[config.mk]
export PLATFORM = sky130hd
export DESIGN_NAME = output_compare_mode_engine
export DESIGN_NICKNAME = d
export VERILOG_FILES = /design/src/ocmp_pkg.sv /design/src/output_compare_mode_engine.sv
export SDC_FILE = /design/constraint.sdc
export NUM_CORES = 1
export LEC_CHECK = 0
export BUFFER_PORTS_ARGS = -buffer_cell sky130_fd_sc_hd__buf_2
export CELL_PAD_IN_SITES_DETAIL_PLACEMENT = 1
export CELL_PAD_IN_SITES_GLOBAL_PLACEMENT = 1
export CORE_MARGIN = 2
export CORE_UTILIZATION = 44
export CTS_CLUSTER_SIZE = 40
export DETAILED_ROUTE_END_ITERATION = 10
export PLACE_DENSITY_LB_ADDON = 0.1
export SLEW_MARGIN = 20
export SYNTH_ARGS = -nofsm -noshare
export SYNTH_HDL_FRONTEND = slang
export SYNTH_SLANG_ARGS = --single-unit
[constraint.sdc]
create_clock -name CLK -period 3 [get_ports CLK]
set_input_delay 0.15 -clock CLK [delete_from_list [all_inputs] [get_ports CLK]]
set_output_delay 0.15 -clock CLK [all_outputs]
set_load 0.005 [all_outputs]
[src/ocmp_pkg.sv]
// constants and types for the output compare mode engine
package ocmp_pkg;
  localparam logic [11:0] ADDR_CONTROL = 12'h000;
  localparam logic [11:0] ADDR_PRIMARY = 12'h004;
  localparam logic [11:0] ADDR_SECONDARY = 12'h008;
  localparam logic [11:0] ADDR_TIMER = 12'h00c;
  localparam logic [11:0] ADDR_PERIOD = 12'h010;
  localparam logic [11:0] ADDR_STATUS = 12'h014;
  localparam int MODE_LSB = 0;
  localparam int MODE_W = 3;
  localparam logic [15:0] CONTROL_RESET = 16'h0000;
  localparam logic [15:0] PERIOD_RESET = 16'hffff;
  localparam logic [15:0] VALUE_RESET = 16'h0000;

  typedef enum logic [2:0] {
    MODE_OFF = 3'b000,
    MODE_ONE_RISE = 3'b001,
    MODE_ONE_FALL = 3'b010,
    MODE_TOGGLE = 3'b011,
    MODE_DBL_ONE = 3'b100,
    MODE_DBL_CONT = 3'b101,
    MODE_PWM_EDGE = 3'b110,
    MODE_PWM_CENTER = 3'b111
  } mode_t;

  // one-shot and double-compare sequencing; gray codes along the double-compare path
  typedef enum logic [1:0] {
    SEQ_WAIT_PRI = 2'b00,
    SEQ_WAIT_SEC = 2'b01,
    SEQ_DONE = 2'b11
  } seq_t;

  typedef struct packed {
    logic [15:0] primary;
    logic [15:0] secondary;
  } cmp_pair_t;
endpackage

[src/output_compare_mode_engine.sv]
// apb-attached output compare channel with timer, modes and pin driver
//
// The APB interface to the registers and the register offsets were decided locally.
`timescale 1ns/1ps
`default_nettype none
module output_compare_mode_engine #(
  parameter int TW = 16
) (
  input wire logic CLK,
  input wire logic SRST,
  input wire logic PSEL,
  input wire logic PENABLE,
  input wire logic PWRITE,
  input wire logic [11:0] PADDR,
  input wire logic [31:0] PWDATA,
  input wire logic [3:0] PSTRB,
  output logic [31:0] PRDATA,
  output logic PREADY,
  output logic PSLVERR,
  output logic COMPARE_OUTPUT_PIN
);
  // register file
  logic [15:0] control;
  logic [15:0] next_control;
  ocmp_pkg::cmp_pair_t shadow;
  ocmp_pkg::cmp_pair_t next_shadow;
  logic [15:0] period;
  logic [15:0] next_period;

  // timer and the compare pair in use
  ocmp_pkg::cmp_pair_t active;
  ocmp_pkg::cmp_pair_t next_active;
  logic [TW-1:0] compare_timer;
  logic [TW-1:0] next_compare_timer;

  // pin state
  logic pin;
  logic next_pin;
  ocmp_pkg::seq_t seq;
  ocmp_pkg::seq_t next_seq;
  logic [2:0] prev_mode;
  logic [2:0] next_prev_mode;
  logic init_pin;

  // bus answer
  logic [31:0] next_prdata;
  logic next_pready;
  logic next_pslverr;

  ocmp_pkg::mode_t mode;
  logic is_pwm;
  logic mode_change;
  logic pwm_load;
  logic wr;
  logic rd;
  logic restart;
  logic [1:0] hit;
  logic hit_pri;
  logic hit_sec;
  logic hit_zero;
  logic one_shot_done;
  logic [31:0] status_word;
  logic [15:0] wmask;
  logic [15:0] tmr16;

  assign mode = ocmp_pkg::mode_t'(control[ocmp_pkg::MODE_LSB +: ocmp_pkg::MODE_W]);
  assign is_pwm = (mode == ocmp_pkg::MODE_PWM_EDGE) || (mode == ocmp_pkg::MODE_PWM_CENTER);
  assign mode_change = (prev_mode != control[2:0]);
  // pwm pairs load on entry and at each wrap, so a period never mixes old and new
  assign pwm_load = restart || mode_change;
  // two-cycle access phase: the answer comes in the second penable cycle
  assign wr = PSEL && PENABLE && PWRITE && !PREADY;
  assign rd = PSEL && PENABLE && !PWRITE && !PREADY;
  // only lanes 0 and 1 carry register bits; lanes 2 and 3 are ignored
  for (genvar b = 0; b < 2; b++) begin : g_lane
    assign wmask[8*b +: 8] = {8{PSTRB[b]}};
  end
  assign tmr16 = 16'(compare_timer);
  // a period written below the running count wraps at once
  assign restart = (tmr16 >= period);
  // one comparator per compare value: 0 primary, 1 secondary
  for (genvar c = 0; c < 2; c++) begin : g_cmp
    assign hit[c] = (tmr16 == active[16*(1-c) +: 16]);
  end
  assign hit_pri = hit[0];
  assign hit_sec = hit[1];
  assign hit_zero = (tmr16 == 16'h0000);
  assign one_shot_done = (seq == ocmp_pkg::SEQ_DONE);
  assign status_word = {30'h0000_0000, one_shot_done, pin};

  // read and write answer: one wait state; data and error stand with ready
  always_comb begin
    next_pready = 1'b0;
    next_pslverr = 1'b0;
    next_prdata = 32'h0000_0000;
    if (wr || rd) begin
      next_pready = 1'b1;
      unique case (PADDR)
        ocmp_pkg::ADDR_CONTROL: begin
          next_prdata = {16'h0000, control};
        end
        ocmp_pkg::ADDR_PRIMARY: begin
          next_prdata = {16'h0000, shadow.primary};
        end
        ocmp_pkg::ADDR_SECONDARY: begin
          next_prdata = {16'h0000, shadow.secondary};
        end
        ocmp_pkg::ADDR_TIMER: begin
          next_prdata = {16'h0000, tmr16};
        end
        ocmp_pkg::ADDR_PERIOD: begin
          next_prdata = {16'h0000, period};
        end
        ocmp_pkg::ADDR_STATUS: begin
          next_prdata = status_word;
        end
        default: begin
          next_pslverr = 1'b1;
        end
      endcase
    end
  end

  // register writes; byte lanes merge under the write mask
  always_comb begin
    next_control = control;
    next_period = period;
    next_shadow = shadow;
    if (wr) begin
      unique case (PADDR)
        ocmp_pkg::ADDR_CONTROL: begin
          next_control = (control & ~wmask) | (PWDATA[15:0] & wmask);
        end
        ocmp_pkg::ADDR_PRIMARY: begin
          next_shadow.primary = (shadow.primary & ~wmask) | (PWDATA[15:0] & wmask);
        end
        ocmp_pkg::ADDR_SECONDARY: begin
          next_shadow.secondary = (shadow.secondary & ~wmask) | (PWDATA[15:0] & wmask);
        end
        ocmp_pkg::ADDR_PERIOD: begin
          next_period = (period & ~wmask) | (PWDATA[15:0] & wmask);
        end
        ocmp_pkg::ADDR_TIMER, ocmp_pkg::ADDR_STATUS: begin
          // read-only: the write is dropped without an error
          next_control = control;
        end
        default: begin
          next_control = control;
        end
      endcase
    end
  end

  // timer and active compare values
  always_comb begin
    // the timer free-runs in every mode, disabled included
    next_compare_timer = restart ? '0 : compare_timer + 1'b1;
    next_active = active;
    if (!is_pwm) begin
      next_active = next_shadow;
    end else if (pwm_load) begin
      // loading at wrap keeps one period's pair consistent
      next_active = shadow;
    end
  end

  // level each mode starts from when it is entered
  always_comb begin
    init_pin = pin;
    unique case (mode)
      ocmp_pkg::MODE_ONE_FALL: begin
        init_pin = 1'b1;
      end
      ocmp_pkg::MODE_ONE_RISE: begin
        init_pin = 1'b0;
      end
      ocmp_pkg::MODE_DBL_ONE: begin
        init_pin = 1'b0;
      end
      ocmp_pkg::MODE_DBL_CONT: begin
        init_pin = 1'b0;
      end
      default: begin
        init_pin = pin;
      end
    endcase
  end

  // pin and sequencing
  always_comb begin
    next_pin = pin;
    next_seq = seq;
    next_prev_mode = control[2:0];
    if (mode_change) begin
      // the entry cycle only re-initialises; a match in it is lost
      next_seq = ocmp_pkg::SEQ_WAIT_PRI;
      next_pin = init_pin;
    end else begin
      unique case (mode)
        ocmp_pkg::MODE_OFF: begin
          // a disabled channel keeps its last level rather than glitching
          next_pin = pin;
        end
        ocmp_pkg::MODE_ONE_RISE: begin
          // one-shots fire once per entry; writing another mode rearms them
          if (hit_pri && seq == ocmp_pkg::SEQ_WAIT_PRI) begin
            next_pin = 1'b1;
            next_seq = ocmp_pkg::SEQ_DONE;
          end
        end
        ocmp_pkg::MODE_ONE_FALL: begin
          if (hit_pri && seq == ocmp_pkg::SEQ_WAIT_PRI) begin
            next_pin = 1'b0;
            next_seq = ocmp_pkg::SEQ_DONE;
          end
        end
        ocmp_pkg::MODE_TOGGLE: begin
          if (hit_pri) begin
            next_pin = !pin;
          end
        end
        ocmp_pkg::MODE_DBL_ONE, ocmp_pkg::MODE_DBL_CONT: begin
          if (seq == ocmp_pkg::SEQ_WAIT_PRI && hit_pri) begin
            next_pin = !pin;
            next_seq = ocmp_pkg::SEQ_WAIT_SEC;
          end else if (seq == ocmp_pkg::SEQ_WAIT_SEC && hit_sec) begin
            next_pin = !pin;
            next_seq = (mode == ocmp_pkg::MODE_DBL_CONT) ? ocmp_pkg::SEQ_WAIT_PRI
                                                          : ocmp_pkg::SEQ_DONE;
          end
        end
        ocmp_pkg::MODE_PWM_EDGE: begin
          // zero wins over a primary of zero, so that setting holds the pin high
          if (hit_pri && !hit_zero) begin
            next_pin = 1'b0;
          end else if (hit_zero) begin
            next_pin = 1'b1;
          end
        end
        ocmp_pkg::MODE_PWM_CENTER: begin
          if (hit_sec) begin
            next_pin = 1'b0;
          end else if (hit_pri) begin
            next_pin = 1'b1;
          end
        end
      endcase
    end
  end

  // answer registers: ready, data and error stand one cycle together
  always_ff @(posedge CLK) begin
    if (SRST) begin
      PRDATA <= 32'h0000_0000;
      PREADY <= 1'b0;
      PSLVERR <= 1'b0;
    end else begin
      PRDATA <= next_prdata;
      PREADY <= next_pready;
      PSLVERR <= next_pslverr;
    end
  end

  always_ff @(posedge CLK) begin
    if (SRST) begin
      // reset leaves the channel disabled with the period at its top
      control <= ocmp_pkg::CONTROL_RESET;
      period <= ocmp_pkg::PERIOD_RESET;
      shadow <= '{primary: ocmp_pkg::VALUE_RESET, secondary: ocmp_pkg::VALUE_RESET};
    end else begin
      control <= next_control;
      period <= next_period;
      shadow <= next_shadow;
    end
  end

  // timer group
  always_ff @(posedge CLK) begin
    if (SRST) begin
      active <= '{primary: ocmp_pkg::VALUE_RESET, secondary: ocmp_pkg::VALUE_RESET};
      compare_timer <= '0;
    end else begin
      active <= next_active;
      compare_timer <= next_compare_timer;
    end
  end

  // pin group
  always_ff @(posedge CLK) begin
    if (SRST) begin
      pin <= 1'b0;
      seq <= ocmp_pkg::SEQ_WAIT_PRI;
      prev_mode <= 3'b000;
    end else begin
      pin <= next_pin;
      seq <= next_seq;
      prev_mode <= next_prev_mode;
    end
  end

  assign COMPARE_OUTPUT_PIN = pin;
endmodule
`default_nettype wire

## Word level (Yosys, flattened, before mapping)

Cells that the tools add are included.

| storage, ports and cells | value |
|---|---|
| memory bits (read-only) | 0 |
| bits in latches | 0 |
| bits in writable memories | 0 |
| register bits after elaboration | 152 |
| word-level logic and storage cells | 110 |
| output and inout bits | 35 |
| bits of input ports | 53 |
| memories kept | 0 |

| cells by class | value |
|---|---|
| $add $sub $neg | 1 |
| muxes and demuxes | 25 |
| order comparisons | 1 |
| shift operators | 0 |
| multiply operators | 0 |
| bitwise gates (word level) | 11 |
| reductions and logical operators | 31 |
| equality and inequality tests | 28 |
| div/mod/pow operators | 0 |

Operators by type and width:

| cell | number |
|---|---|
| two-way mux 32 bit | 3 |
| one-hot mux 16 bit (6 select lines) | 1 |
| AND 16 bit | 5 |
| OR 16 bit | 4 |
| == test 16 bit | 2 |
| two-way mux 16 bit | 2 |
| == test 12 x 4 -> 1 bit (second input constant) | 2 |
| == test 12 x 5 -> 1 bit (second input constant) | 2 |
| adder 16 x 1 -> 16 bit (second input constant) | 1 |
| >= comparator 16 bit | 1 |
| logical NOT 16 bit | 1 |
| inverter 16 bit | 1 |
| == test 12 x 3 -> 1 bit (second input constant) | 1 |
| == test 3 bit (second input constant) | 4 |
| logical NOT 12 bit | 1 |
| two-way mux 1 bit | 12 |
| inequality test 3 bit (second input constant) | 4 |
| OR reduction 2 bit | 5 |
| logical AND 1 bit | 8 |
| two-way mux 2 bit | 4 |
| inequality test 4 bit (second input constant) | 2 |
| AND reduction 8 bit | 1 |
| == test 3 x 2 -> 1 bit (second input constant) | 2 |
| one-hot mux 1 bit (6 select lines) | 1 |
| other kinds (20) | 27 |

## Longest topological paths before layout

| depth | value |
|---|---|
| depth after elaboration | 6 |
| mapped depth | 12 |

## Worst setup path before layout

No wires, ideal clock.

| timing path | value |
|---|---|
| path kind | register -> register |
| start point | reg compare_timer[0] |
| end point | reg active[11] (netlist bit) |
| slack | 519 ps |
| buffers on the path | 3 |
| cell stages (with the launch flop) | 13 |
| arrival time | 2392 ps |
| cell sequence | dfxtp_1 -> clkbuf_1 -> inv_1 -> ha_1 -> nand2b_1 -> a21o_1 -> a21o_1 -> a31oi_1 -> o21ai_1 -> or3_1 -> clkbuf_1 -> buf_6 -> a311oi_2 |

| on the way | value |
|---|---|
| longest elaborated chain between the ends | 3 |

RTL lines:

| element | line | RTL |
|---|---|---|
| start: declaration | output_compare_mode_engine.sv:33 | `logic [TW-1:0] compare_timer;` |
| start signal: assignment | output_compare_mode_engine.sv:284 | `compare_timer <= next_compare_timer;` |
| >= comparator 16 bit | output_compare_mode_engine.sv:80 | `assign restart = (tmr16 >= period);` |
| logical OR 1 bit | output_compare_mode_engine.sv:70 | `assign pwm_load = restart \|\| mode_change;` |
| inequality test 2 x 1 -> 1 bit (no source line) | -- |  |
| end signal: assignment | output_compare_mode_engine.sv:280 | `active <= '{primary: ocmp_pkg::VALUE_RESET, secondary: ocmp_pkg::VALUE_RESET};` |
| end signal: assignment | output_compare_mode_engine.sv:283 | `active <= next_active;` |
| end: declaration | output_compare_mode_engine.sv:31 | `ocmp_pkg::cmp_pair_t active;` |

No other way between the ends.
A chain may end at the register's enable or synchronous reset.

## Worst setup path in the final report

| timing path | value |
|---|---|
| start point | reg compare_timer[4] |
| end point | reg pin (netlist: COMPARE_OUTPUT_PIN) |

| on the way | value |
|---|---|
| longest elaborated chain between the ends | 6 |
| elaborated cells between the ends (all ways) | 19 |
| classes of those cells | 8 x eq/ne; 5 x mux; 6 x reduce/logical |

RTL lines:

| element | line | RTL |
|---|---|---|
| logical NOT 16 bit | output_compare_mode_engine.sv:87 | `assign hit_zero = (tmr16 == 16'h0000);` |
| logical NOT 1 bit | output_compare_mode_engine.sv:234 | `if (hit_pri && !hit_zero) begin` |
| logical AND 1 bit | output_compare_mode_engine.sv:234 |  |
| two-way mux 1 bit | output_compare_mode_engine.sv:234 |  |
| one-hot mux 1 bit (6 select lines) | output_compare_mode_engine.sv:199 | `unique case (mode)` |
| two-way mux 1 bit | output_compare_mode_engine.sv:194 | `if (mode_change) begin` |
| end signal: assignment | output_compare_mode_engine.sv:295 | `pin <= next_pin;` |
| end: declaration | output_compare_mode_engine.sv:37 | `logic pin;` |

Parallel ways exist; a longest one is shown, timed or not.

==> flow_summary.toml <==
[cts]
hold_buffers = 0
insertion_delay_ns = 0.43
tritoncts = "built"
path_clk_slew_ns = 0.06
postCtsResizedCells = 0
clk_path_buf_depth = 2
cts_made_buffers = 17
root_buffer = "clkbuf_16"
cts_setup_buffers = 0
cts_max_level = 4
cts_sinks = 136

[yosys]
syn_avg_cell_area_um2 = 8.63
ys_ff_latch = 136
synthXorXnorAreaFrac_pct = 6.22
synthAdderAreaFrac_pct = 3.20
seq_area_frac_synth_pct = 38.7
synth_top_area_share_pct = 38.7
synthTopCellsByArea = "dfxtp_1 39%, mux2i_1 9.7%, nand2_1 5.7%, a21oi_1 5.5%, xor2_1 5.4%"
async_flop_share_pct = 0
synth_compound_area_share_pct = 17.3
yosysUniqueCellTypes = 60
muxShareOfSynthArea_pct = 9.83
netlist.top_cell.by_area = "dfxtp_1"
synth_top_family_by_area = "simple AND/OR/NAND/NOR gates"
synth-edff-count = 0
synthCells = 816
synth-simple-area-share_pct = 17.5
yosysWarnings = 0
synth_flop_cell = "dfxtp_1"
syn_area_mm2 = 0.00704

[global_routing]
grt_max_degree = 41
grt_pass1_wl_um = 35700
overflow = 0
antenna_found_initial = 0
grtUsageTotal_pct = 27.9
grt_pass1_vias = 6373

[worst_hold_path]
hold_path_class = "in -> reg"
min-delay-start = "PWDATA[0]"
whs_path_depth = 3

[pwr]
leakagePower_uw = 0.00357
power_density_mw_per_mm2 = 540
ir_worst_vdd_v = 0.000421

[timing]
drv_slew = 0
worst_pin_slew_ns = 0.709
finalHoldViolations = 0
timing.fmax_mhz = 365
tns_ns = 0
rsz0062_at_grt = "no"
setup_ws_ns = 0.263
setup_viol = 0
finalCriticalPeriod_ns = 2.74
relSlewSlack_pct = 52.4
clock_skew_ns = 0.00847
finalCritPeriodShare_pct = 91.2

[detailed_routing]
wl_per_cell_um = 21.3
ant_nets = 0
num_vias = 6230
drt-vias-per-instance = 5.81
drc = 0
initialDrtViolationCount = 368
drt_wl_total_um = 22900
drt_first_pass_iters = 5

[critical_path]
cp_data_arrival_time_ns = 3.10
regToRegStartpoint = "compare_timer[4]"
end_kind = "flip-flop"
r2r-end = "COMPARE_OUTPUT_PIN"
worstSetupPathType = "reg -> reg"
reg2reg_depth = 7
r2r_setup_slack_ns = 0.26
cp_max_fo = 8
required_ns = 3.36
worstSetupStartpointType = "flip-flop"

[floorplanning]
die-area_mm2 = 0.0170
core_mm2 = 0.0158
initial_core_util_pct = 44.6
rows = 46
pin_count = 88
chipWidth_um = 130
die_h_um = 130

[place]
pre_cts_slack_ns = 0.356
place_congestion = 0.834
dp_hpwl_um = 16300
portBuffers = 53

[finish]
final_common_cell = "dfxtp_1"
drive_gt1_share_pct = 15.4
layout_common_cells = "136 x dfxtp_1, 107 x nand2_1, 77 x a21oi_1"
diodes = 0
num-nets-final = 915
area_delta_synth_final_pct = 14.3

[job]
drv_cap = 0

[run_status]
status = "finished, final reports clean"
## synth_stat cells, types with 2 or more instances
cell and number:
a2111oi_0 2, a211oi_1 2, a211oi_2 5, a21o_1 5, a21oi_1 77, a221oi_1 4
a22o_1 2, a22oi_1 5, a311oi_1 2, a311oi_2 2, a31oi_1 3, and3_1 2
and4_1 2, buf_1 2, buf_2 15, buf_4 16, buf_6 3, clkbuf_1 45
dfxtp_1 136, ha_1 18, inv_1 26, mux2i_1 68, nand2_1 107, nand2b_1 4
nand3_1 12, nand4_1 7, nor2_1 68, nor2b_1 2, nor3_1 7, nor3_2 7
nor3_4 2, nor4_1 19, o211ai_1 18, o21ai_0 10, o22ai_1 12, o41ai_1 23
or3_1 5, xnor2_1 7, xor2_1 43
## worst max path at each step
stage / start / slack [ns] / to
floorplan: compare_timer[0] / 0.52 / active[11]
global placement: compare_timer[4] / 0.43 / COMPARE_OUTPUT_PIN
detailed placement: compare_timer[4] / 0.36 / COMPARE_OUTPUT_PIN
CTS: compare_timer[4] / 0.33 / COMPARE_OUTPUT_PIN
global route: compare_timer[4] / 0.1 / COMPARE_OUTPUT_PIN
finish: compare_timer[4] / 0.26 / COMPARE_OUTPUT_PIN
## worst max-delay path, cell delays in order, from the launching register on
cell and delay, ns:
dfxtp_1 0.63, xor2_1 0.12, nor4_1 0.46, nand4_1 0.37, o22ai_1 0.37, a2111oi_0 0.16, a211oi_1 0.33, mux2i_1 0.21
## per-layer routing
layer	global-route usage [%]	up-vias	share of wire [%]	wire (um)
met4	9.57	0	2.6	588
met1	37.2	3105	45	10300
met2	45.6	158	48	10900
met5	0	-	0	0
li1	-	2927	-	-
met3	5.01	40	4.8	1100
## cell families (layout without fill, tap and decap cells)
kind of cell / Yosys count / count (layout)
and+or+nand+nor: 253 / 253
buffers and inverters: 107 / 133
DFF: 136 / 136
xor gates and xnor gates: 50 / 50
adders and majority gates: 18 / 18
AOI/OAI and AO/OA: 182 / 182
muxes: 69 / 69
other: 1 / 16
## layout make-up
type | instances | area [um2]
Tap cell | 216 | 270
Clock inverter | 13 | 200
Clock buffer | 19 | 453
Inverter | 26 | 97.6
Timing Repair Buffer | 75 | 430
Multi-Input combinational cell | 588 | 3870
Fill cell | 1877 | 7720
Sequential cell | 136 | 2720
## per-stage QoR
step,instances,power (uW),util [%],hold slack (ns),area (um2)
global route,1073,4470,51.0,0.0464,8050
detailed placement,1041,2050,46.9,0.452,7390
global placement,1041,2040,46.9,0.445,7390
floorplan,831,1980,-,0.278,7100
CTS,1073,4370,51.0,0.0278,8050
finish,1073,4350,51.0,0.0359,8050
## power breakdown
group | switching, uW | internal [uW]
Combinational | 130 | 62.2
Clock | 825 | 1510
Sequential | 11.3 | 1810
Power figures use the tool's default switching activity.
